===== src/rtl/iorb_consts.svh =====
// Offsets, field masks, reset values and address limits of the low I/O register bank
`ifndef IORB_CONSTS_SVH
`define IORB_CONSTS_SVH

// I/O offsets within the bit-addressable window
`define IORB_OFF_POWER_REDUCTION 5'h00
`define IORB_OFF_DIGITAL_INPUT_DISABLE 5'h01
`define IORB_OFF_CONVERTER_CONTROL_B 5'h03
`define IORB_OFF_CONVERTER_RESULT_LOW 5'h04
`define IORB_OFF_CONVERTER_RESULT_HIGH 5'h05
`define IORB_OFF_CONVERTER_CONTROL_STATUS_A 5'h06
`define IORB_OFF_CONVERTER_CHANNEL_SELECT 5'h07
`define IORB_OFF_COMPARATOR_CONTROL_STATUS 5'h08
`define IORB_OFF_TIMER1_FLAGS 5'h0b
`define IORB_OFF_TIMER1_IRQ_MASK 5'h0c
`define IORB_OFF_SERIAL_IFACE_CONTROL 5'h0d
`define IORB_OFF_SERIAL_IFACE_STATUS 5'h0e
`define IORB_OFF_SERIAL_IFACE_SHIFT_DATA 5'h0f
`define IORB_OFF_SERIAL_IFACE_BUFFER 5'h10
`define IORB_OFF_PIN_CHANGE_MASK_LOW 5'h12
`define IORB_OFF_SCRATCH_REG_0 5'h13
`define IORB_OFF_SCRATCH_REG_1 5'h14
`define IORB_OFF_SCRATCH_REG_2 5'h15
`define IORB_OFF_PORT_B_INPUT 5'h16
`define IORB_OFF_PORT_B_DIRECTION 5'h17
`define IORB_OFF_PORT_B_OUTPUT 5'h18

// Writable bit masks; reserved bits stay zero
`define IORB_RW_POWER_REDUCTION 8'hef
`define IORB_RW_DIGITAL_INPUT_DISABLE 8'h3f
`define IORB_RW_CONVERTER_CONTROL_B 8'hd7
`define IORB_RW_CONVERTER_CONTROL_STATUS_A 8'hef
`define IORB_RW_CONVERTER_CHANNEL_SELECT 8'h47
`define IORB_RW_COMPARATOR_CONTROL_STATUS 8'hcb
`define IORB_RW_TIMER1_IRQ_MASK 8'h07
`define IORB_RW_SERIAL_IFACE_STATUS 8'h0f
`define IORB_RW_FULL 8'hff

// Write-one-to-clear flag masks
`define IORB_W1C_CONVERTER_DONE 8'h10
`define IORB_W1C_COMPARATOR_EVENT 8'h10
`define IORB_W1C_TIMER1_FLAGS 8'h07
`define IORB_W1C_SERIAL_IFACE_STATUS 8'he0

// Read-only and flag field positions inside mixed registers
`define IORB_POS_COMPARATOR_LEVEL 5
`define IORB_POS_SERIAL_BUSY 4
`define IORB_POS_CONVERTER_DONE 4
`define IORB_POS_COMPARATOR_EVENT 4

// Reset value and address windows
`define IORB_RST_VAL 8'h00
`define IORB_BIT_SPAN 32
`define IORB_DATA_ALIAS 7'h20
`define IORB_IO_TOP 7'h1f
`define IORB_ALIAS_TOP 7'h3f

`endif


===== src/rtl/iorb_pkg.sv =====
// Types shared by the low I/O register bank
package iorb_pkg;
	typedef logic [7:0] iorb_byte_type;

	// Access kinds issued by the core
	typedef enum logic [2:0]
	{
		IORB_OP_NONE = 3'h0,
		IORB_OP_READ = 3'h1,
		IORB_OP_WRITE = 3'h2,
		IORB_OP_SET_BIT = 3'h3,
		IORB_OP_CLEAR_BIT = 3'h4,
		IORB_OP_TEST_BIT = 3'h5
	} iorb_op_type;
endpackage


===== src/rtl/iorb_sync.sv =====
// Two-flop synchroniser for pin inputs
module iorb_sync #(
	parameter int WIDTH = 8
) (
	input wire logic i_clk_sys,
	input wire logic i_rst_n,
	input wire logic [WIDTH-1:0] i_async,
	output logic [WIDTH-1:0] o_sync
);
	logic [WIDTH-1:0] meta_q;
	logic [WIDTH-1:0] meta_d;
	logic [WIDTH-1:0] sync_q;
	logic [WIDTH-1:0] sync_d;

	if (WIDTH < 1)
	begin : g_bad_width
		$error("iorb_sync needs WIDTH of at least one");
	end

	// First stage feeds only the second
	always_comb
	begin
		meta_d = i_async;
		sync_d = meta_q;
	end

	always_ff @(posedge i_clk_sys)
	begin
		if (!i_rst_n)
		begin
			meta_q <= '0;
			sync_q <= '0;
		end
		else
		begin
			meta_q <= meta_d;
			sync_q <= sync_d;
		end
	end

	assign o_sync = sync_q;
endmodule


===== src/rtl/iorb_regbank.sv =====
// Low I/O register bank with byte, bit and data-space access for the core
// What this block does
// - Addresses 0x00 to 0x1F accept single-bit set and clear; bit operations elsewhere are refused.
// - Bit test on those addresses reports the bit and whether the next instruction is skipped.
// - Status flags clear when a one is written to them and keep their value when zero is written.
// - A single-bit set or clear changes only the addressed bit, leaving other flags pending.
`include "iorb_consts.svh"

module iorb_regbank #(
	parameter int ADDR_W = 7
) (
	input wire logic i_clk_sys,
	input wire logic i_rst_n,
	input wire logic [2:0] i_op,
	input wire logic i_data_space,
	input wire logic [ADDR_W-1:0] i_addr,
	input wire logic [2:0] i_bit_sel,
	input wire logic [7:0] i_wdata,
	input wire logic i_skip_if_set,
	input wire logic [15:0] i_conv_result,
	input wire logic i_conv_done,
	input wire logic i_comp_level,
	input wire logic i_comp_event,
	input wire logic [2:0] i_timer1_event,
	input wire logic [2:0] i_serial_event,
	input wire logic i_serial_busy,
	input wire logic [7:0] i_serial_buffer,
	input wire logic [7:0] i_port_b_pins,
	output logic [7:0] o_rdata,
	output logic o_bit_value,
	output logic o_skip,
	output logic o_bit_refused,
	output logic [7:0] o_power_reduction,
	output logic [7:0] o_digital_input_disable,
	output logic [7:0] o_converter_control_b,
	output logic [7:0] o_converter_control_status_a,
	output logic [7:0] o_converter_channel_select,
	output logic [7:0] o_comparator_control_status,
	output logic [7:0] o_timer1_irq_mask,
	output logic [7:0] o_serial_iface_control,
	output logic [7:0] o_serial_iface_status,
	output logic [7:0] o_serial_iface_shift_data,
	output logic [7:0] o_pin_change_mask_low,
	output logic [7:0] o_port_b_direction,
	output logic [7:0] o_port_b_output
);
	localparam int SPAN = `IORB_BIT_SPAN;

	iorb_pkg::iorb_byte_type reg_q [SPAN];
	iorb_pkg::iorb_byte_type reg_d [SPAN];
	iorb_pkg::iorb_byte_type ro_val [SPAN];
	iorb_pkg::iorb_byte_type ev_set [SPAN];
	logic [7:0] rdata_q;
	logic [7:0] rdata_d;
	logic bit_value_q;
	logic bit_value_d;
	logic skip_q;
	logic skip_d;
	logic refused_q;
	logic refused_d;
	logic [7:0] pins_sync;
	logic hit;
	logic [4:0] idx;
	logic io_bit_ok;
	iorb_pkg::iorb_op_type op;

	if (ADDR_W < 7)
	begin : g_bad_addr
		$error("iorb_regbank needs ADDR_W of at least 7 to see the data-space alias");
	end

	// Bits that software may store
	function automatic logic [7:0] rw_mask(input logic [4:0] a);
		case (a)
			`IORB_OFF_POWER_REDUCTION: rw_mask = `IORB_RW_POWER_REDUCTION;
			`IORB_OFF_DIGITAL_INPUT_DISABLE: rw_mask = `IORB_RW_DIGITAL_INPUT_DISABLE;
			`IORB_OFF_CONVERTER_CONTROL_B: rw_mask = `IORB_RW_CONVERTER_CONTROL_B;
			`IORB_OFF_CONVERTER_CONTROL_STATUS_A: rw_mask = `IORB_RW_CONVERTER_CONTROL_STATUS_A;
			`IORB_OFF_CONVERTER_CHANNEL_SELECT: rw_mask = `IORB_RW_CONVERTER_CHANNEL_SELECT;
			`IORB_OFF_COMPARATOR_CONTROL_STATUS: rw_mask = `IORB_RW_COMPARATOR_CONTROL_STATUS;
			`IORB_OFF_TIMER1_IRQ_MASK: rw_mask = `IORB_RW_TIMER1_IRQ_MASK;
			`IORB_OFF_SERIAL_IFACE_STATUS: rw_mask = `IORB_RW_SERIAL_IFACE_STATUS;
			`IORB_OFF_SERIAL_IFACE_CONTROL,
			`IORB_OFF_SERIAL_IFACE_SHIFT_DATA,
			`IORB_OFF_PIN_CHANGE_MASK_LOW,
			`IORB_OFF_SCRATCH_REG_0,
			`IORB_OFF_SCRATCH_REG_1,
			`IORB_OFF_SCRATCH_REG_2,
			`IORB_OFF_PORT_B_DIRECTION,
			`IORB_OFF_PORT_B_OUTPUT: rw_mask = `IORB_RW_FULL;
			default: rw_mask = 8'h00;
		endcase
	endfunction

	// Flags that hardware sets and a written one clears
	function automatic logic [7:0] w1c_mask(input logic [4:0] a);
		case (a)
			`IORB_OFF_CONVERTER_CONTROL_STATUS_A: w1c_mask = `IORB_W1C_CONVERTER_DONE;
			`IORB_OFF_COMPARATOR_CONTROL_STATUS: w1c_mask = `IORB_W1C_COMPARATOR_EVENT;
			`IORB_OFF_TIMER1_FLAGS: w1c_mask = `IORB_W1C_TIMER1_FLAGS;
			`IORB_OFF_SERIAL_IFACE_STATUS: w1c_mask = `IORB_W1C_SERIAL_IFACE_STATUS;
			default: w1c_mask = 8'h00;
		endcase
	endfunction

	// Port pins come from outside the clock domain
	iorb_sync #(
		.WIDTH(8)
	) u_pin_sync (
		.i_clk_sys(i_clk_sys),
		.i_rst_n(i_rst_n),
		.i_async(i_port_b_pins),
		.o_sync(pins_sync)
	);

	// Address decode: I/O window direct, data window shifted down
	always_comb
	begin
		op = iorb_pkg::iorb_op_type'(i_op);
		hit = 1'b0;
		idx = i_addr[4:0];
		if (!i_data_space)
		begin
			hit = (i_addr <= ADDR_W'(`IORB_IO_TOP));
		end
		else
		begin
			hit = (i_addr >= ADDR_W'(`IORB_DATA_ALIAS)) && (i_addr <= ADDR_W'(`IORB_ALIAS_TOP));
		end
		io_bit_ok = hit && !i_data_space;
	end

	// Live read-only fields and hardware flag events per address
	always_comb
	begin
		for (int a = 0; a < SPAN; a++)
		begin
			ro_val[a] = 8'h00;
			ev_set[a] = 8'h00;
		end
		ro_val[`IORB_OFF_CONVERTER_RESULT_LOW] = i_conv_result[7:0];
		ro_val[`IORB_OFF_CONVERTER_RESULT_HIGH] = i_conv_result[15:8];
		ro_val[`IORB_OFF_COMPARATOR_CONTROL_STATUS][`IORB_POS_COMPARATOR_LEVEL] = i_comp_level;
		ro_val[`IORB_OFF_SERIAL_IFACE_STATUS][`IORB_POS_SERIAL_BUSY] = i_serial_busy;
		ro_val[`IORB_OFF_SERIAL_IFACE_BUFFER] = i_serial_buffer;
		ro_val[`IORB_OFF_PORT_B_INPUT] = pins_sync;
		ev_set[`IORB_OFF_CONVERTER_CONTROL_STATUS_A][`IORB_POS_CONVERTER_DONE] = i_conv_done;
		ev_set[`IORB_OFF_COMPARATOR_CONTROL_STATUS][`IORB_POS_COMPARATOR_EVENT] = i_comp_event;
		ev_set[`IORB_OFF_TIMER1_FLAGS][2:0] = i_timer1_event;
		ev_set[`IORB_OFF_SERIAL_IFACE_STATUS][7:5] = i_serial_event;
	end

	// Register next values; hardware set is applied last so it beats a clear
	always_comb
	begin
		logic [7:0] rw;
		logic [7:0] fc;
		rw = 8'h00;
		fc = 8'h00;
		for (int a = 0; a < SPAN; a++)
		begin
			rw = rw_mask(5'(a));
			fc = w1c_mask(5'(a));
			reg_d[a] = reg_q[a];
			if (hit && idx == 5'(a) && op == iorb_pkg::IORB_OP_WRITE)
			begin
				reg_d[a] = (reg_q[a] & ~rw) | (i_wdata & rw);
				reg_d[a] = reg_d[a] & ~(i_wdata & fc);
			end
			if (io_bit_ok && idx == 5'(a) && op == iorb_pkg::IORB_OP_SET_BIT)
			begin
				// Only the selected bit moves; sibling flags are untouched
				if (rw[i_bit_sel])
					reg_d[a][i_bit_sel] = 1'b1;
				if (fc[i_bit_sel])
					reg_d[a][i_bit_sel] = 1'b0;
			end
			if (io_bit_ok && idx == 5'(a) && op == iorb_pkg::IORB_OP_CLEAR_BIT)
			begin
				// Writing zero to a flag leaves it alone
				if (rw[i_bit_sel])
					reg_d[a][i_bit_sel] = 1'b0;
			end
			reg_d[a] = (reg_d[a] | (ev_set[a] & fc)) & (rw | fc);
		end
	end

	// Read data, bit test and refusal; readback merges stored and live bits
	always_comb
	begin
		logic [7:0] view;
		view = (reg_q[idx] & (rw_mask(idx) | w1c_mask(idx))) | ro_val[idx];
		rdata_d = rdata_q;
		bit_value_d = bit_value_q;
		skip_d = 1'b0;
		refused_d = 1'b0;
		case (op)
			iorb_pkg::IORB_OP_READ:
			begin
				rdata_d = hit ? view : 8'h00;
			end
			iorb_pkg::IORB_OP_TEST_BIT:
			begin
				if (io_bit_ok)
				begin
					bit_value_d = view[i_bit_sel];
					skip_d = (view[i_bit_sel] == i_skip_if_set);
				end
				else
				begin
					refused_d = 1'b1;
				end
			end
			iorb_pkg::IORB_OP_SET_BIT,
			iorb_pkg::IORB_OP_CLEAR_BIT:
			begin
				refused_d = !io_bit_ok;
			end
			default:
			begin
				refused_d = 1'b0;
			end
		endcase
	end

	always_ff @(posedge i_clk_sys)
	begin
		if (!i_rst_n)
		begin
			for (int a = 0; a < SPAN; a++)
				reg_q[a] <= `IORB_RST_VAL;
			rdata_q <= 8'h00;
			bit_value_q <= 1'b0;
			skip_q <= 1'b0;
			refused_q <= 1'b0;
		end
		else
		begin
			for (int a = 0; a < SPAN; a++)
				reg_q[a] <= reg_d[a];
			rdata_q <= rdata_d;
			bit_value_q <= bit_value_d;
			skip_q <= skip_d;
			refused_q <= refused_d;
		end
	end

	// Core answers and peripheral controls straight from flops
	assign o_rdata = rdata_q;
	assign o_bit_value = bit_value_q;
	assign o_skip = skip_q;
	assign o_bit_refused = refused_q;
	assign o_power_reduction = reg_q[`IORB_OFF_POWER_REDUCTION];
	assign o_digital_input_disable = reg_q[`IORB_OFF_DIGITAL_INPUT_DISABLE];
	assign o_converter_control_b = reg_q[`IORB_OFF_CONVERTER_CONTROL_B];
	assign o_converter_control_status_a = reg_q[`IORB_OFF_CONVERTER_CONTROL_STATUS_A];
	assign o_converter_channel_select = reg_q[`IORB_OFF_CONVERTER_CHANNEL_SELECT];
	assign o_comparator_control_status = reg_q[`IORB_OFF_COMPARATOR_CONTROL_STATUS];
	assign o_timer1_irq_mask = reg_q[`IORB_OFF_TIMER1_IRQ_MASK];
	assign o_serial_iface_control = reg_q[`IORB_OFF_SERIAL_IFACE_CONTROL];
	assign o_serial_iface_status = reg_q[`IORB_OFF_SERIAL_IFACE_STATUS];
	assign o_serial_iface_shift_data = reg_q[`IORB_OFF_SERIAL_IFACE_SHIFT_DATA];
	assign o_pin_change_mask_low = reg_q[`IORB_OFF_PIN_CHANGE_MASK_LOW];
	assign o_port_b_direction = reg_q[`IORB_OFF_PORT_B_DIRECTION];
	assign o_port_b_output = reg_q[`IORB_OFF_PORT_B_OUTPUT];
endmodule


===== config.mk =====
export PLATFORM = sky130hd
export DESIGN_NAME = iorb_regbank
export DESIGN_NICKNAME = d
export VERILOG_FILES = /design/src/rtl/iorb_pkg.sv /design/src/rtl/iorb_sync.sv /design/src/rtl/iorb_regbank.sv
export VERILOG_INCLUDE_DIRS = /design/src /design/src/rtl
export SDC_FILE = /design/constraint.sdc
export NUM_CORES = 1
export LEC_CHECK = 0
export ABC_AREA = 1
export BUFFER_PORTS_ARGS = -buffer_cell sky130_fd_sc_hd__buf_4
export CAP_MARGIN = 40
export CORE_MARGIN = 10
export CORE_UTILIZATION = 30
export DETAILED_ROUTE_END_ITERATION = 10
export PLACE_DENSITY_LB_ADDON = 0.2
export SLEW_MARGIN = 10
export SYNTH_ARGS = -nofsm -noshare
export SYNTH_HDL_FRONTEND = slang
export SYNTH_SLANG_ARGS = --single-unit

===== constraint.sdc =====
create_clock -name i_clk_sys -period 2.3 [get_ports i_clk_sys]
set_input_delay 0.23 -clock i_clk_sys [delete_from_list [all_inputs] [get_ports i_clk_sys]]
set_output_delay 0.23 -clock i_clk_sys [all_outputs]
set_load 0.01 [all_outputs]

==> results.sh <==
export IMPL_status="finished clean"
export IMPL_num_vias=10030
export IMPL_die_x_um=194.4
export IMPL_synthToLayoutAreaGrowth_pct=25.94
export IMPL_synth_ff_type="dfxtp_1"
export IMPL_clock_sinks=141
export IMPL_pin_count=182
export IMPL_finalWeightedCongestion=0.9967
export IMPL_period_share_pct=82.54
export IMPL_worst_slack_ns=0.4017
export IMPL_wl_per_cell_um=22.72
export IMPL_finalHoldViolCount=0
export IMPL_synth_top_area_share_pct=30.95
export IMPL_dr_pass1_iters=5
export IMPL_ys_top_cells_by_count="346 x nand2_1, 193 x inv_1, 141 x dfxtp_1"
export IMPL_max_slew_margin_rel_pct=48.35
export IMPL_die_area_mm2=0.03778
export IMPL_max_cap_violations=0
export IMPL_synth_distinct_cells=40
export IMPL_fin_cells=1887
export IMPL_setup_viol=0
export IMPL_core_area_mm2=0.02980
export IMPL_placed_area_mm2=0.01078
export IMPL_port_buffers=164
export IMPL_rsz0062_at_grt="false"
export IMPL_initial_core_util_pct=30.61
export IMPL_antenna_cells=0
export IMPL_fill_cells=3202
export IMPL_synth_most_common_cell="nand2_1"
export IMPL_grt_overflow_total=0
export IMPL_cts_buffer_depth=2
export IMPL_max_freq_mhz=526.8
export IMPL_power_leakage_nw=5.790
export IMPL_yosys_warnings=0
export IMPL_async_flop_share_pct=0
export IMPL_grt_pass1_vias=9670
export IMPL_clk_pin_slew_ns=0.07
export IMPL_htree_num_levels=4
export IMPL_drc_errors=0
export IMPL_grt_use_total_pct=21.93
export IMPL_syn_avg_cell_area_um2=6.915
export IMPL_setup_tns_ns=0
export IMPL_die_h_um=194.4
export IMPL_avgViaCountPerCell=5.315
export IMPL_cts_root_buf="clkbuf_16"
export IMPL_hp_class="in -> reg"
export IMPL_fin_skew_ns=0.009101
export IMPL_crit_arrival_ns=2.24
export IMPL_required_ns=2.64
export IMPL_ant_nets=0
export IMPL_rrSetupSlack_ns=0.44
export IMPL_grt_start_max_net_pins=102
export IMPL_vdd_drop_max_uv=424.0
export IMPL_cts_made_buffers=17
export IMPL_synth_seq_cells=141
export IMPL_cp_max_fo=9
export IMPL_layout_drive_gt1_share_pct=21.11
export IMPL_fin_area_mm2=0.01149
export IMPL_dp_slack_ns=-0.02796
export IMPL_dr_first_iter_drc_count=1178
export IMPL_worst_setup_path_end_kind="flip-flop"
export IMPL_p_total_mw=6.335
export IMPL_synthesis_area_mm2=0.009121
export IMPL_final_nets=1558
export IMPL_grt_antenna_before_repair=0
export IMPL_yosys_top_cells_area="dfxtp_1 31%, nand2_1 14%, o211ai_1 9.6%"
export IMPL_postSynthCellCount=1319
export IMPL_start_kind="primary input"
export IMPL_worst_pin_slew_ns=0.7738
export IMPL_fp_row_count=63
export IMPL_power_density_mw_per_mm2=551.5
export IMPL_synth_top_cell_by_area="dfxtp_1"
export IMPL_dp_cells=1846
export IMPL_clock_latency_ns=0.44
export IMPL_wl_um=42870
export IMPL_final_util_pct=38.55
export IMPL_layout_min_cycle_time_ns=1.898
export IMPL_cts_tree="done"
export IMPL_drv_slew=0
export IMPL_hold_ws_ns=0.004020
export IMPL_crit_type="in -> reg"
export IMPL_hpwl_um=31390
export IMPL_synth_enable_flop_cells=0
export IMPL_grt_pass1_wl_um=63800
export IMPL_ys_seq_area_share_pct=30.95
power by group:
part	total, mW	leakage, nW	internal [mW]	switching, mW
Combinational	0.833	4.34	0.264	0.569
Clock	3.02	0.304	1.66	1.35
Sequential	2.49	1.14	2.47	0.0200
Total	6.33	5.79	4.39	1.94
registers in the layout, summed over array words and instances, names as in the netlist:
name	cells
u_pin_sync.o_sync	8
o_rdata	8
o_bit_value	1
o_skip	1
reg_q	114
o_bit_refused	1
u_pin_sync.meta_q	8
critical path, cell delays in order:
cell and delay, ns:
buf_4 0.14, inv_2 0.07, buf_4 0.18, ha_1 0.21
nand2_1 0.08, inv_1 0.11, nand2_1 0.08, inv_1 0.06
nor2_1 0.22, nand2_1 0.08, nand3_1 0.15, nand2_1 0.11
nand2_1 0.08, nand2_1 0.05, nand2_1 0.07, nand2_1 0.06
nand3_1 0.11, nand2_1 0.06, nand2_1 0.07, nor2_2 0.03
final timing paths:
kind,from,end,depth (start not counted)
max,i_addr[0],o_skip$_SDFF_PN0_,20
min,i_timer1_event[2],reg_q[11][2]$_SDFF_PN0_,3
max reg2reg,reg_q[18][5]$_SDFF_PN0_,o_skip$_SDFF_PN0_,14
min reg2reg,u_pin_sync.meta_q[1]$_SDFF_PN0_,u_pin_sync.o_sync[1]$_SDFF_PN0_,2
cell families (layout without fill, tap and decap cells):
| family | after synthesis | after routing | synth area share, % |
|---|---|---|---|
| mux | 9 | 9 | 0.9877 |
| flops | 141 | 141 | 30.95 |
| buf+inv | 307 | 469 | 15.58 |
| other cells | 1 | 17 | 0.04111 |
| fa+ha+maj | 7 | 7 | 0.9602 |
| compound gates | 282 | 282 | 23.00 |
| simple gates | 572 | 572 | 28.48 |
area by class of cell:
type,instances,area (um^2),area share (%)
timing repair buffer,233,1847,16.08
sequential,141,2823,24.57
clock inverter,15,191.4,1.666
inverter,204,775.7,6.753
tap,390,488.0,4.248
multi-input combinational,887,4937,42.98
clock buffer,17,425.4,3.703
placed cells by master (no fill, tap or decap), types with 3 or more instances in the layout:
cell           Yosys  final
clkbuf_16          0     17
o21ai_0           27     27
nor2_4             5      5
nor2_1            47     47
nor2_2             9      9
a21oi_1           32     32
mux2i_1            9      9
nand2_2            7      7
buf_12             0      6
o221ai_1          96     96
nand3_1          113    113
inv_1            193    193
conb_1             1     17
nand2_4            9      9
inv_6              0      6
inv_8              0      4
nand3_2           10     10
nand4_1            7      7
nand2_1          346    346
o21ai_1            3      3
inv_4              4      4
ha_1               7      7
inv_2              6      6
nor3_1             9      9
buf_4             25    218
dlygate4sd3_1      0      9
o211ai_1         117    117
a22o_1             3      3
dfxtp_1          141    141
timing repair:
| action | in CTS | in global routing |
|---|---|---|
| hold endpoints to repair | 9 | 0 |
| hold buffers | 9 | 0 |
| buffers inserted | 0 | 0 |
| gates resized for setup | 0 | 0 |
layer usage:
metal	part of all wire [%]	up-vias	track usage, %
li1	-	4780	-
met1	45	4673	29.57
met2	43	509	32.99
met3	8.4	68	5.748
met4	2.8	0	7.581
met5	0	-	0
(Power assumes the default switching activity.)
